--- src/logic/clk_cfg_pkg.sv ---
// constants and carrier types for the clock configuration block
// assumes a 16-bit register port with one-cycle read latency
package clk_cfg_pkg;
    // ------------------------------------------------------------
    // register offsets (word index on the register port)
    // ------------------------------------------------------------
    localparam logic [3:0] OFS_CLOCK_DIVISOR   = 4'h0;
    localparam logic [3:0] OFS_PLL_FEEDBACK    = 4'h1;
    localparam logic [3:0] OFS_MODULE_DISABLE  = 4'h2;

    // ------------------------------------------------------------
    // field positions
    // ------------------------------------------------------------
    localparam int PRESCALE_LSB      = 0;
    localparam int PRESCALE_W        = 5;
    localparam int RATIO_LSB         = 12;
    localparam int RATIO_W           = 3;
    localparam int SLOW_EN_BIT       = 11;
    localparam int RECOVER_BIT       = 15;
    localparam int FEEDBACK_W        = 9;
    localparam int PWM_OFF_LSB       = 8;
    localparam int PWM_COUNT         = 8;
    localparam int SPI3_OFF_BIT      = 0;

    // ------------------------------------------------------------
    // values after reset
    // ------------------------------------------------------------
    localparam logic [4:0] PRESCALE_RST  = 5'h00;
    localparam logic [2:0] RATIO_RST     = 3'h0;
    localparam logic [8:0] FEEDBACK_RST  = 9'h030;
    localparam logic [5:0] PRESCALE_BIAS = 6'h02;

    typedef struct packed {
        logic       recover_on_interrupt;
        logic [2:0] cpu_slowdown_ratio;
        logic       slowdown_enable;
        logic [4:0] pll_input_prescale;
    } clock_divisor_t;

    typedef struct packed {
        logic [7:0] pwm_gen_off;
        logic       serial_port3_off;
    } module_off_t;
endpackage

--- src/logic/clk_cfg.sv ---
// clock configuration registers: prescale, slowdown, feedback divisor, module gating
// assumes a same-clock register master and an interrupt request level from the core
// ------------------------------------------------------------
// Notes on behaviour
// - pll prescale divide ratio equals five-bit code plus two, 2 through 33.
// - writes to slowdown ratio are dropped while slowdown enable is one.
// - recover-on-interrupt set plus interrupt clears slowdown enable in hardware.
// - setting slowdown enable is ignored when the slowdown ratio as it will stand after the write is zero.
// - feedback divisor holds nine writable bits; bits 15-9 read zero.
// - bits 15 to 8 disable pwm generators eight to one when set.
// ------------------------------------------------------------
//
// The plain strobed port and the register offsets were left to the implementer.
module clk_cfg (
    // clock and reset
    input  wire logic        CLK,
    input  wire logic        SYS_RST,
    // register port
    input  wire logic [3:0]  ADDR,
    input  wire logic [15:0] WDATA,
    input  wire logic        WR,
    input  wire logic        RD,
    output logic      [15:0] RDATA,
    // interrupt request from the core, same clock
    input  wire logic        IRQ,
    // configuration outputs
    output logic      [5:0]  PRESCALE_RATIO,
    output logic      [2:0]  SLOWDOWN_RATIO,
    output logic             SLOWDOWN_ON,
    output logic      [8:0]  FEEDBACK_DIVIDE,
    output logic      [7:0]  PWM_GEN_OFF,
    output logic             SERIAL_PORT3_OFF
);
    clk_cfg_pkg::clock_divisor_t div_r, div_nxt;
    logic [8:0]                  fbd_r;
    clk_cfg_pkg::module_off_t    off_r;
    logic [15:0]                 rd_nxt;
    logic [15:0]                 rdata_r;

    // ------------------------------------------------------------
    // decode
    // ------------------------------------------------------------
    wire wr_div = WR && (ADDR == clk_cfg_pkg::OFS_CLOCK_DIVISOR);
    wire wr_fbd = WR && (ADDR == clk_cfg_pkg::OFS_PLL_FEEDBACK);
    wire wr_off = WR && (ADDR == clk_cfg_pkg::OFS_MODULE_DISABLE);

    wire [2:0] w_ratio  = WDATA[clk_cfg_pkg::RATIO_LSB +: clk_cfg_pkg::RATIO_W];
    wire       w_en     = WDATA[clk_cfg_pkg::SLOW_EN_BIT];
    // ratio locked while the enable is set; the old enable gates the write
    wire       ratio_ok = !div_r.slowdown_enable;
    wire [2:0] ratio_eff = ratio_ok ? w_ratio : div_r.cpu_slowdown_ratio;
    // enable may only be raised against a nonzero ratio as it will stand
    wire       en_ok    = !w_en || (ratio_eff != 3'h0);
    wire       irq_clr  = IRQ && div_r.recover_on_interrupt;

    always_comb begin
        div_nxt = div_r;
        if (wr_div) begin
            div_nxt.recover_on_interrupt = WDATA[clk_cfg_pkg::RECOVER_BIT];
            div_nxt.pll_input_prescale   = WDATA[clk_cfg_pkg::PRESCALE_LSB +: clk_cfg_pkg::PRESCALE_W];
            div_nxt.cpu_slowdown_ratio   = ratio_eff;
            div_nxt.slowdown_enable      = en_ok ? w_en : div_r.slowdown_enable;
        end
        // hardware clear wins over a software write in the same cycle
        if (irq_clr) begin
            div_nxt.slowdown_enable = 1'b0;
        end
    end

    // ------------------------------------------------------------
    // readback
    // ------------------------------------------------------------
    always_comb begin
        rd_nxt = 16'h0000;
        case (ADDR)
            clk_cfg_pkg::OFS_CLOCK_DIVISOR: begin
                rd_nxt[clk_cfg_pkg::RECOVER_BIT] = div_r.recover_on_interrupt;
                rd_nxt[clk_cfg_pkg::RATIO_LSB +: clk_cfg_pkg::RATIO_W] = div_r.cpu_slowdown_ratio;
                rd_nxt[clk_cfg_pkg::SLOW_EN_BIT] = div_r.slowdown_enable;
                rd_nxt[clk_cfg_pkg::PRESCALE_LSB +: clk_cfg_pkg::PRESCALE_W] = div_r.pll_input_prescale;
            end
            clk_cfg_pkg::OFS_PLL_FEEDBACK: begin
                rd_nxt[clk_cfg_pkg::FEEDBACK_W-1:0] = fbd_r;
            end
            clk_cfg_pkg::OFS_MODULE_DISABLE: begin
                rd_nxt[clk_cfg_pkg::PWM_OFF_LSB +: clk_cfg_pkg::PWM_COUNT] = off_r.pwm_gen_off;
                rd_nxt[clk_cfg_pkg::SPI3_OFF_BIT] = off_r.serial_port3_off;
            end
            default: rd_nxt = 16'h0000;
        endcase
    end

    // ------------------------------------------------------------
    // state
    // ------------------------------------------------------------
    always_ff @(posedge CLK or posedge SYS_RST) begin
        if (SYS_RST) begin
            div_r   <= '{1'b0, clk_cfg_pkg::RATIO_RST, 1'b0, clk_cfg_pkg::PRESCALE_RST};
            fbd_r   <= clk_cfg_pkg::FEEDBACK_RST;
            off_r   <= '0;
            rdata_r <= 16'h0000;
        end else begin
            div_r <= div_nxt;
            if (wr_fbd) begin
                fbd_r <= WDATA[clk_cfg_pkg::FEEDBACK_W-1:0];
            end
            if (wr_off) begin
                off_r.pwm_gen_off      <= WDATA[clk_cfg_pkg::PWM_OFF_LSB +: clk_cfg_pkg::PWM_COUNT];
                off_r.serial_port3_off <= WDATA[clk_cfg_pkg::SPI3_OFF_BIT];
            end
            rdata_r <= RD ? rd_nxt : 16'h0000;
        end
    end

    // ------------------------------------------------------------
    // outputs
    // ------------------------------------------------------------
    assign RDATA            = rdata_r;
    assign PRESCALE_RATIO   = {1'b0, div_r.pll_input_prescale} + clk_cfg_pkg::PRESCALE_BIAS;
    assign SLOWDOWN_RATIO   = div_r.cpu_slowdown_ratio;
    assign SLOWDOWN_ON      = div_r.slowdown_enable;
    assign FEEDBACK_DIVIDE  = fbd_r;
    assign PWM_GEN_OFF      = off_r.pwm_gen_off;
    assign SERIAL_PORT3_OFF = off_r.serial_port3_off;
endmodule

--- config.mk ---
export PLATFORM = sky130hd
export DESIGN_NAME = clk_cfg
export DESIGN_NICKNAME = d
export VERILOG_FILES = /design/src/logic/clk_cfg_pkg.sv /design/src/logic/clk_cfg.sv
export SDC_FILE = /design/constraint.sdc
export NUM_CORES = 1
export LEC_CHECK = 0
export CAP_MARGIN = 0
export CORE_ASPECT_RATIO = 0.6
export CORE_MARGIN = 3
export CORE_UTILIZATION = 55
export DETAILED_ROUTE_END_ITERATION = 8
export DONT_BUFFER_PORTS = 1
export HOLD_SLACK_MARGIN = 0.15
export MAX_ROUTING_LAYER = met4
export PLACE_DENSITY = 0.8
export SYNTH_ARGS = -nofsm -noshare
export SYNTH_HDL_FRONTEND = slang
export SYNTH_SLANG_ARGS = --single-unit
--- constraint.sdc ---
create_clock -name CLK -period 2 [get_ports CLK]
set_input_delay 0.6 -clock CLK [delete_from_list [all_inputs] [get_ports CLK]]
set_output_delay 0.6 -clock CLK [all_outputs]
set_load 0.01 [all_outputs]
* Word level (Yosys, flattened, before mapping)
Index checks and enable logic that the tools add are counted.
** Storage, ports and cells
- Register bits :: 44
- Input bits :: 25
- Output and inout bits :: 44
- Word-level logic and storage cells :: 33
** Cells by class
- Add/subtract/negate cells :: 1
- Equality and inequality tests :: 2
- Muxes and demuxes :: 11
- Reductions and logical operators :: 11
** Operator list (number)
- $mux W16 :: 1
- $pmux W5 S2 :: 1
- $pmux W4 S2 :: 1
- $add A5 B2 Y6 const B :: 1
- $mux W3 :: 2
- $mux W6 :: 1
- $eq A4 B1 Y1 const B :: 1
- $eq A4 B2 Y1 const B :: 1
- $logic_and A1 B1 Y1 :: 4
- $logic_not A4 Y1 :: 1
- $reduce_bool A2 Y1 :: 2
- $pmux W1 S3 :: 1
- $reduce_bool A3 Y1 :: 1
- $mux W1 :: 2
- $mux W2 :: 1
- $pmux W1 S2 :: 1
- $reduce_and A2 Y1 :: 1
- $logic_not A1 Y1 :: 1
- $logic_or A1 B1 Y1 :: 1

* Logic depth before layout (Yosys ltp)
Gate-level depths: netlist of the first run.
- Depth after elaboration :: 6
- Depth in mapped cells :: 4
- Depth with buffers taken out :: 3

* Worst setup path before layout of the first run
Ideal clock, no wire load.
- Path kind :: input-to-reg
- Start :: in ADDR[1]
- End :: reg off_r (netlist bit PWM_GEN_OFF[0])
- Library setup time :: 0.125 ns
- Data arrival time :: 1.453 ns
- Required time :: 1.875 ns
- Setup slack :: 0.423 ns
- Stages on the path :: 4
- Buffers on the path :: 1
- Cells stage by stage :: buf_4 > and2b_1 > nand2_2 > mux2_2
** On the way
- Cells in the longest elaborated chain, start to end :: 2
** Ends and longest elaborated chain
- start, declared :: RTL line clk_cfg.sv:19 : input wire logic [3:0] ADDR,
- $eq A4 B2 Y1 :: RTL line clk_cfg.sv:45 : wire wr_off = WR && (ADDR == clk_cfg_pkg::OFS_MODULE_DISABLE);
- $logic_and A1 B1 Y1 :: RTL line clk_cfg.sv:45
- end, declared :: RTL line clk_cfg.sv:36 : clk_cfg_pkg::module_off_t off_r;
Every way passes these cells.
A chain may end at the register's enable or synchronous reset.

* Worst setup path in the final report of the first run
- Start :: reg div_r[1] in the netlist's numbering
- End :: out PRESCALE_RATIO[3]
** On the way
- Cells in the longest elaborated chain, start to end :: 1
** Ends and longest elaborated chain
- start, declared :: RTL line clk_cfg.sv:34 : clk_cfg_pkg::clock_divisor_t div_r, div_nxt;
- start signal, assigned :: RTL line clk_cfg.sv:98 : div_r <= '{1'b0, clk_cfg_pkg::RATIO_RST, 1'b0, clk_cfg_pkg::PRESCALE_RST};
- start signal, assigned :: RTL line clk_cfg.sv:103 : div_r <= div_nxt;
- $add A5 B2 Y6 :: RTL line clk_cfg.sv:119 : assign PRESCALE_RATIO = {1'b0, div_r.pll_input_prescale} + clk_cfg_pkg::PRESCALE_BIAS;
- end, declared :: RTL line clk_cfg.sv:27 : output logic [5:0] PRESCALE_RATIO,
Every way passes these cells.

==> flow_summary.json, run 1 <==
{
  "fmax_ghz": 0.5419,
  "clock_path_buffers": 2,
  "via_count": 1034,
  "core_um2": 3003,
  "max_stage_delay_ns": 0.44,
  "synth.ff_latch_count": 44,
  "fillers": 231,
  "grt_max_degree": 30,
  "yosys_warnings": 0,
  "ys_seq_area_share_pct": 60.62,
  "viasPerCell": 5.842,
  "power_mw": 2.046,
  "synthSimpleGateAreaFrac_pct": 11.41,
  "cts_setup_buffers": 0,
  "max_cap_violations": 0,
  "postCtsHoldBufs": 0,
  "synth_top_family_by_area": "multiplexers",
  "place.gp.congestion": 0.7486,
  "row_count": 15,
  "synth_mux_area_share_pct": 22.75,
  "dpl.hpwl_um": 2908,
  "hold_viol": 0,
  "synthAdderAreaFrac_pct": 0.6873,
  "setup_ws_ns": 0.1545,
  "grt.overflow.total": 0,
  "finish.instance_area_um2": 1946,
  "preCtsSetupSlack_ns": 0.4084,
  "totalWireLength_um": 3752,
  "cp_cell_sequence": "ha_1 > xor2_1",
  "track_usage_pct": 20.70,
  "synthXorXnorAreaFrac_pct": 0.9622,
  "report.final.slew_viol_count": 0,
  "relSlewSlack_pct": 57.46,
  "crit_path_start_kind": "flop",
  "crit_slowest_cell": "dfrtp_1",
  "die_w_um": 80.28,
  "grt_pass1_vias": 1093,
  "root_buffer": "clkbuf_8",
  "setup_violations": 0,
  "dieArea_um2": 4059,
  "n_antenna_cell": 0,
  "die_height_um": 50.57,
  "avgSynthCellArea_um2": 13.90,
  "synthCells": 131,
  "worst_pin_slew_ns": 0.6342,
  "hp-class": "primary input to async pin",
  "p_per_area_nw_per_um2": 1051,
  "areaGrowthSynthToFinish_pct": 6.873,
  "drt_iter0_drc": 87,
  "clock_latency_ns": 0.29,
  "path_class": "flop to output pin",
  "cp_max_fo": 5,
  "placed_area_um2": 1856,
  "synth_nets": 157,
  "cts.clk_slew.worst_paths_ns": 0.08,
  "firstDrtPassIters": 4,
  "endpoint_kind": "output pin",
  "ir_drop_uv": 569.5,
  "finalClockSkew_ns": 0.005808,
  "antenna_found_initial": 0,
  "htree_levels": 2,
  "required_ns": 1.40,
  "cts_resized": 0,
  "synth_compound_area_share_pct": 0.6873,
  "start_util_pct": 60.62,
  "drive_gt1_share_pct": 31.11,
  "min_period_ns": 1.846,
  "run_status": "completed",
  "cts-buffers-inserted": 5,
  "layout.nets": 160,
  "synth_cell_types": 25,
  "grt_pass1_wl_um": 5982,
  "p_leak_nw": 0.9337,
  "num_io_pins": 69,
  "ant_nets": 0,
  "period_share_pct": 92.28,
  "drc": 0,
  "final_core_util_pct": 64.79,
  "syn_area_um2": 1820,
  "rsz0062_at_grt": "false",
  "io_buffers": 0,
  "wl_per_cell_um": 21.20,
  "final.setup.tns_ns": 0,
  "cts_tree": "built",
  "clock-sinks": 44,
  "cp.arrival_ns": 1.25
}
## critical path, delay by kind of cell, from the launching register on
family	cells	cell delay (ns)
XOR/XNOR	1	0.28
adder cells (fa/ha/maj)	1	0.25
flip-flops	1	0.44
## cells in the mapped netlist
cell type   n  area, µm²
dfrtp_1    42       1051
mux2i_1    11      110.1
or2_2       1      6.260
nand3b_1    1      7.510
xnor2_1     1      8.760
or4_1       1      7.510
nand2_1     4      15.01
nand2b_1    2      12.51
a21oi_1     1      5.000
dfstp_2     2      52.55
nor2_1     12      45.04
a22oi_1     1      7.510
mux2_2     26      292.8
nor3b_1     1      7.510
nor3b_4     1      18.77
nand2_2     3      18.77
nor2b_4     1      13.76
inv_1       2      7.510
ha_1        1      12.51
and2b_1     1      7.510
buf_4       6      45.04
and3_1      6      37.54
xor2_1      1      8.760
nand3_1     2      10.01
mux2_1      1      11.26
## logic make-up (layout without fill, tap and decap cells)
| logic type | count (synthesis) | after routing |
|---|---|---|
| buf+inv | 8 | 12 |
| mux | 38 | 38 |
| xor+xnor | 2 | 2 |
| fa+ha+maj | 1 | 1 |
| compound gates | 2 | 2 |
| flops | 44 | 44 |
| simple gates | 36 | 36 |
## metal layers
metal / GRT usage, % / part of all wire [%] / vias up
met3: 9.319 / 9.9 / 4
met4: 4.775 / 0.99 / 0
met2: 29.81 / 47 / 51
met5: - / 0 / -
met1: 27.02 / 42 / 529
li1: - / - / 450
## area by class of cell
type                            instances  area [µm²]  share of cell area (%)
Sequential cell                        44        1104                   56.72
Inverter                                2       7.507                  0.3859
Clock buffer                            8       90.09                   4.630
Tap cell                               42       52.55                   2.701
Timing Repair Buffer                    2       27.53                   1.415
Multi-Input combinational cell         79       664.4                   34.15
## state kept, by name, indices dropped and copies added, names as in the netlist
name and flops:
FEEDBACK_DIVIDE 9, RDATA 16, SLOWDOWN_ON 1, SERIAL_PORT3_OFF 1, PWM_GEN_OFF 8, SLOWDOWN_RATIO 3
div_r 6
## layout by cell type (no fill, tap or decap), types with 2 or more instances in the layout
master,count
nand3_1,2
nand2_2,3
clkbuf_1,2
dfstp_2,2
and3_1,6
mux2i_1,11
dfrtp_1,42
nand2b_1,2
mux2_2,26
clkbuf_8,6
nand2_1,4
nor2_1,12
## stage by stage
step | hold slack, ns | instances
final | 0.1935 | 177
after CTS | 0.2014 | 177
after global routing | 0.2011 | 177
after global placement | 0.4976 | 169
after floorplan | 0.5012 | 131
after detailed placement | 0.5152 | 169
## report_power, final
part | total (mW) | internal [mW] | switching, mW
registers | 1.22 | 1.03 | 0.191
logic | 0.269 | 0.151 | 0.118
clock network | 0.553 | 0.281 | 0.271
## final timing paths
check,startpoint,endpoint,slack (ns),cells after the start
worst max-delay path,div_r[1],PRESCALE_RATIO[3],0.15,2
worst min-delay path,SYS_RST,RDATA[12],0.19,1
worst max register to register,SLOWDOWN_ON,SLOWDOWN_ON,0.76,3
worst min register to register,div_r[9],div_r[9],0.54,1
max in group asynchronous,SYS_RST,FEEDBACK_DIVIDE[4],1.22,2
min in group CLK,WDATA[11],SLOWDOWN_ON,0.45,2
(Power assumes the default switching activity.)
==> run 2, diff against run 1 <==
--- a/config.mk
+++ b/config.mk
@@ -5,7 +5,7 @@
 export SDC_FILE = /design/constraint.sdc
 export NUM_CORES = 1
 export LEC_CHECK = 0
-export CAP_MARGIN = 0
+export ABC_AREA = 1
 export CORE_ASPECT_RATIO = 0.6
 export CORE_MARGIN = 3
 export CORE_UTILIZATION = 55
==> run 2 against run 1 <==
  * Critical path depth is the same
  * Synthesized area increased by 8.7%
  * Sequential share of layout area decreased by 2.9 points
  * First-iteration DRC count is 40% higher
  * Synthesized cell count up 56%
  * Core utilization shrank 3.4 points
  * Combinational power up 4%
  * Clock-buffer cell count is the same
  * Critical endpoint unchanged
==> flow_summary.json, run 2 <==
{
  "firstDrtPassIters": 4,
  "synth_nets": 231,
  "yosysMostFrequentCell": "nand2_1",
  "cts_setup_buffers": 0,
  "whs_path_depth": 2,
  "antenna_found_initial": 0,
  "largest_reg_flops": 16,
  "place.gp.congestion": 0.8068,
  "fillers": 292,
  "htree_levels": 2,
  "die_w_um": 83.45,
  "synth_compound_area_share_pct": 12.07,
  "required_ns": 1.40,
  "rrSetupSlack_ns": 0.88,
  "via_count": 1345,
  "yosysTopAreaCell": "dfrtp_1",
  "placed_area_um2": 1952,
  "core_um2": 3343,
  "synthSimpleGateAreaFrac_pct": 20.48,
  "die_height_um": 52.47,
  "synth_top_area_share_pct": 53.10,
  "synth.ff_latch_count": 44,
  "viasPerCell": 5.380,
  "place_inst": 241,
  "report.final.slew_viol_count": 0,
  "period_share_pct": 91.40,
  "endpoint_kind": "output pin",
  "wl_per_cell_um": 15.98,
  "r2r_end": "SLOWDOWN_ON",
  "min_period_ns": 1.828,
  "ys_seq_area_share_pct": 55.75,
  "fmax_ghz": 0.5470,
  "finish.instance_area_um2": 2052,
  "hp-class": "primary input to flop",
  "drc": 0,
  "totalWireLength_um": 3994,
  "whs_endpoint": "FEEDBACK_DIVIDE[4]",
  "grt_max_degree": 42,
  "synth_common_cells": "nand2_1 (46), dfrtp_1 (42), inv_1 (25)",
  "reg2regPathDepth": 6,
  "drive_gt1_share_pct": 14.15,
  "p_leak_nw": 0.9984,
  "cts_tree": "built",
  "drt_iter0_drc": 122,
  "synth_mux_area_share_pct": 0,
  "root_buffer": "clkbuf_8",
  "p_per_area_nw_per_um2": 998.8,
  "synthAdderAreaFrac_pct": 0.6321,
  "syn_area_um2": 1979,
  "synthXorXnorAreaFrac_pct": 0.8850,
  "dpl.hpwl_um": 2946,
  "grt_pass1_vias": 1257,
  "worst_pin_slew_ns": 0.4995,
  "grt_pass1_wl_um": 6417,
  "layout_common_cells": "nand2_1 (46), dfrtp_1 (42), inv_1 (24)",
  "clock-sinks": 44,
  "final_common_cell": "nand2_1",
  "cts-buffers-inserted": 5,
  "crit_path_start_kind": "flop",
  "power_mw": 2.050,
  "synth_cell_types": 26,
  "io_buffers": 0,
  "cts_resized": 0,
  "setup_violations": 0,
  "ant_nets": 0,
  "final.setup.tns_ns": 0,
  "avgSynthCellArea_um2": 9.656,
  "start_util_pct": 59.21,
  "instances_no_fill": 250,
  "layout.nets": 230,
  "finalClockSkew_ns": 0.006023,
  "dieArea_um2": 4378,
  "synth-main-ff-cell": "dfrtp_1",
  "synth_top_family_by_area": "simple AND/OR/NAND/NOR gates",
  "cp.arrival_ns": 1.23,
  "r2r-start": "SLOWDOWN_ON",
  "max_cap_violations": 0,
  "num_io_pins": 69,
  "yosys_warnings": 0,
  "synth_edf_count": 0,
  "synthCells": 205,
  "ys_async_sr_fraction_pct": 100.0,
  "run_status": "completed",
  "grt.overflow.total": 0,
  "ir_drop_uv": 516.9,
  "areaGrowthSynthToFinish_pct": 3.666,
  "clock_path_buffers": 2,
  "path_class": "flop to output pin",
  "rsz0062_at_grt": "false",
  "n_antenna_cell": 0,
  "synthTopCellsByArea": "dfrtp_1 (53%), nand2_1 (8.7%), inv_1 (4.7%)",
  "clock_latency_ns": 0.29,
  "hold_viol": 0,
  "row_count": 16,
  "min_from": "WDATA[4]",
  "cp_max_fo": 4,
  "track_usage_pct": 20.18,
  "cts.clk_slew.worst_paths_ns": 0.08,
  "relSlewSlack_pct": 66.70
}
run 2: changes by cell type after synthesis, sizes merged, moves of 10 or more:
cell,previous run,this run
a21oi,1,11
inv,2,27
mux2,27,0
mux2i,11,0
nand2,7,46
o21ai,0,27
run 2: metrics by stage:
step | hold slack [ns] | utilization, % | setup WS (ns)
after floorplan | 0.4530 | - | 0.3723
after global placement | 0.3466 | 58.38 | 0.5257
after detailed placement | 0.3466 | 58.38 | 0.4862
after CTS | 0.4350 | 61.38 | 0.1657
after global routing | 0.4219 | 61.38 | 0.1300
final | 0.4394 | 61.38 | 0.1719
run 2: layout make-up:
class / instances / area, µm² / area share, %
Tap cell: 45 / 56.30 / 2.744
Clock buffer: 8 / 90.09 / 4.390
Sequential cell: 44 / 1104 / 53.78
Inverter: 29 / 110.1 / 5.366
Multi-Input combinational cell: 122 / 674.4 / 32.87
Timing Repair Buffer: 2 / 17.52 / 0.8537
run 2: logic make-up (layout without fill, tap and decap cells):
group	count (synthesis)	after routing
AOI/OAI and AO/OA	40	40
and+or+nand+nor	79	79
adders and majority gates	1	1
xor gates and xnor gates	2	2
buffers and inverters	39	39
DFF	44	44
run 2: what timing repair did:
action                                  in CTS  in global routing
hold buffers                                 1                  0
endpoints found under the setup margin       0                  0
hold endpoints to repair                     3                  0
run 2: how the worst max path moves through the flow:
| stage | startpoint | endpoint | slack (ns) | cells past startpoint |
|---|---|---|---|---|
| CTS | div_r[1] | PRESCALE_RATIO[3] | 0.17 | 2 |
| detailed placement | ADDR[3] | PWM_GEN_OFF[1] | 0.49 | 4 |
| floorplan | SYS_RST | FEEDBACK_DIVIDE[0] | 0.37 | 1 |
| global placement | div_r[1] | PRESCALE_RATIO[3] | 0.53 | 2 |
| finish | div_r[1] | PRESCALE_RATIO[3] | 0.17 | 2 |
| global route | div_r[1] | PRESCALE_RATIO[3] | 0.13 | 2 |
run 2: routing by layer:
metal	share of wire, %	wire length, µm	GRT usage (%)
met5	0	0	-
met4	1.3	51	7.487
met3	12	470	9.733
met2	39	1574	25.40
met1	47	1897	27.72
run 2: worst max-delay path, cell delays in order, from the launching register on:
cell,delay [ns]
dfrtp_1,0.42
ha_1,0.23
xor2_1,0.28
run 2: report_power, final:
group	switching [mW]	internal, mW	leakage (nW)	total [mW]
sequential	0.186	1.02	0.566	1.21
combinational	0.176	0.103	0.387	0.279
clock	0.280	0.282	0.0455	0.562
==> run 3, diff against run 2 <==
--- a/config.mk
+++ b/config.mk
@@ -9,6 +9,7 @@
 export CORE_ASPECT_RATIO = 0.6
 export CORE_MARGIN = 3
 export CORE_UTILIZATION = 55
+export CTS_BUF_LIST = sky130_fd_sc_hd__clkbuf_2 sky130_fd_sc_hd__clkbuf_4 sky130_fd_sc_hd__clkbuf_8
 export DETAILED_ROUTE_END_ITERATION = 8
 export DONT_BUFFER_PORTS = 1
 export HOLD_SLACK_MARGIN = 0.15
==> run 3 against run 2 <==
  * Sequential power hardly changed
  * Die area did not move
  * Flip-flop and latch count stayed put
  * Wire length about the same
  * Fmax hardly changed
  * Final cell count unchanged
  * Global-route usage did not move
  * Clock skew down 0.0020 ns
  * Register-to-register slack about the same
  * Core utilization grew 0.22 points
  * Total power rose by 1.2%
  * Critical path type unchanged
  * Largest cell class unchanged
==> flow_summary.json, run 3 (synthesis gave the netlist of run 2 again) <==
{
  "path_class": "flop to output pin",
  "fillers": 291,
  "power_frac_clock_pct": 28.2,
  "clock_path_buffers": 2,
  "grt_busiest_layer": "met1",
  "hp-class": "primary input to flop",
  "p_per_area_nw_per_um2": 1007,
  "drc": 0,
  "crit_path_start_kind": "flop",
  "n_antenna_cell": 0,
  "antenna_found_initial": 0,
  "via_count": 1344,
  "cp_max_fo": 4,
  "period_share_pct": 91.37,
  "cts.clk_slew.worst_paths_ns": 0.08,
  "clock_latency_ns": 0.29,
  "endpoint_kind": "output pin",
  "core_um2": 3343,
  "r2r-start": "SLOWDOWN_ON",
  "worst_pin_slew_ns": 0.5004,
  "track_usage_pct": 20.18,
  "io_buffers": 0,
  "final.setup.tns_ns": 0,
  "grt.overflow.total": 0,
  "firstDrtPassIters": 4,
  "die_height_um": 52.47,
  "hold-worst-slack_ns": 0.4419,
  "setup_violations": 0,
  "row_count": 16,
  "htree_levels": 2,
  "totalWireLength_um": 3995,
  "rrSetupSlack_ns": 0.89,
  "dieArea_um2": 4378,
  "max_cap_violations": 0,
  "required_ns": 1.40,
  "use_met2_pct": 25.40,
  "combPwrFrac_pct": 13.5,
  "relSlewSlack_pct": 66.64,
  "grt_pass1_vias": 1257,
  "report.final.slew_viol_count": 0,
  "drive_gt1_share_pct": 15.12,
  "root_buffer": "clkbuf_8",
  "min_from": "RD",
  "layout.nets": 230,
  "met3_usage_pct": 9.733,
  "whs_endpoint": "RDATA[0]",
  "place.gp.congestion": 0.8068,
  "p_leak_nw": 1.005,
  "cp.arrival_ns": 1.23,
  "reg2regPathDepth": 6,
  "grt_max_degree": 42,
  "r2r_end": "SLOWDOWN_ON",
  "layout_common_cells": "nand2_1 (46), dfrtp_1 (42), inv_1 (24)",
  "clock-sinks": 44,
  "ant_nets": 0,
  "whs_path_depth": 2,
  "final_common_cell": "nand2_1",
  "min_period_ns": 1.827,
  "cts_tree": "built",
  "finalClockSkew_ns": 0.004020,
  "wl_per_cell_um": 15.98,
  "hold_viol": 0,
  "largest_reg_flops": 16,
  "ir_drop_uv": 539.0,
  "cts-buffers-inserted": 5,
  "met1_usage_pct": 27.72,
  "p_seq_share_pct": 58.3,
  "grt_pass1_wl_um": 6417,
  "start_util_pct": 59.21,
  "drt_iter0_drc": 160,
  "run_status": "completed",
  "areaGrowthSynthToFinish_pct": 4.046,
  "viasPerCell": 5.376,
  "fmax_ghz": 0.5472,
  "die_w_um": 83.45,
  "p_int_mw": 1.435,
  "p_sw_share_pct": 30.79,
  "rsz0062_at_grt": "false",
  "switchingPower_uw": 638.5,
  "num_io_pins": 69,
  "dpl.hpwl_um": 2946
}
-- run 3: worst max-delay path by stage --
stage | to | slack, ns | from
after global routing | PRESCALE_RATIO[3] | 0.13 | div_r[1]
after CTS | PRESCALE_RATIO[3] | 0.17 | div_r[1]
after global placement | PRESCALE_RATIO[3] | 0.53 | div_r[1]
after detailed placement | PWM_GEN_OFF[1] | 0.49 | ADDR[3]
after floorplan | FEEDBACK_DIVIDE[0] | 0.37 | SYS_RST
final | PRESCALE_RATIO[3] | 0.17 | div_r[1]
-- run 3: area by class of cell --
cell class | instances | area [µm²] | area share, %
Clock buffer | 8 | 97.59 | 4.739
Inverter | 29 | 110.1 | 5.346
Multi-Input combinational cell | 122 | 674.4 | 32.75
Sequential cell | 44 | 1104 | 53.58
Tap cell | 45 | 56.30 | 2.734
Timing Repair Buffer | 2 | 17.52 | 0.8505
-- run 3: metal layers --
metal  vias to the layer above  routed length [µm]
li1                        648                   -
met1                       626                1908
met2                        66                1572
met3                         4                 479
met4                         0                  35
met5                         -                   0
-- run 3: timing repair --
item                      4_1_cts  5_1_grt
hold buffers                    1        0
buffers inserted                0        0
gates resized for setup         0        0
hold endpoints to repair        3        0
-- run 3: critical path, cell delays in order, from the launching register on --
cell and delay [ns]:
dfrtp_1 0.42, ha_1 0.23, xor2_1 0.28
-- run 3: stage by stage --
stage               setup WS, ns  power, mW  utilization, %  instances  area (µm²)
floorplan                 0.3723      1.453               -        205        1979
global placement          0.5257      1.491           58.38        241        1952
detailed placement        0.4862      1.509           58.38        241        1952
CTS                       0.1656      2.092           61.60        250        2059
global route              0.1298      2.195           61.60        250        2059
finish                    0.1726      2.073           61.60        250        2059
-- run 3: power groups by stage --
stage | logic, mW | registers (mW) | clock network, mW
after floorplan | 0.286 | 1.17 | 0
after global placement | 0.267 | 1.22 | 0
after detailed placement | 0.279 | 1.23 | 0
after CTS | 0.283 | 1.21 | 0.597
after global routing | 0.324 | 1.23 | 0.641
final | 0.279 | 1.21 | 0.585
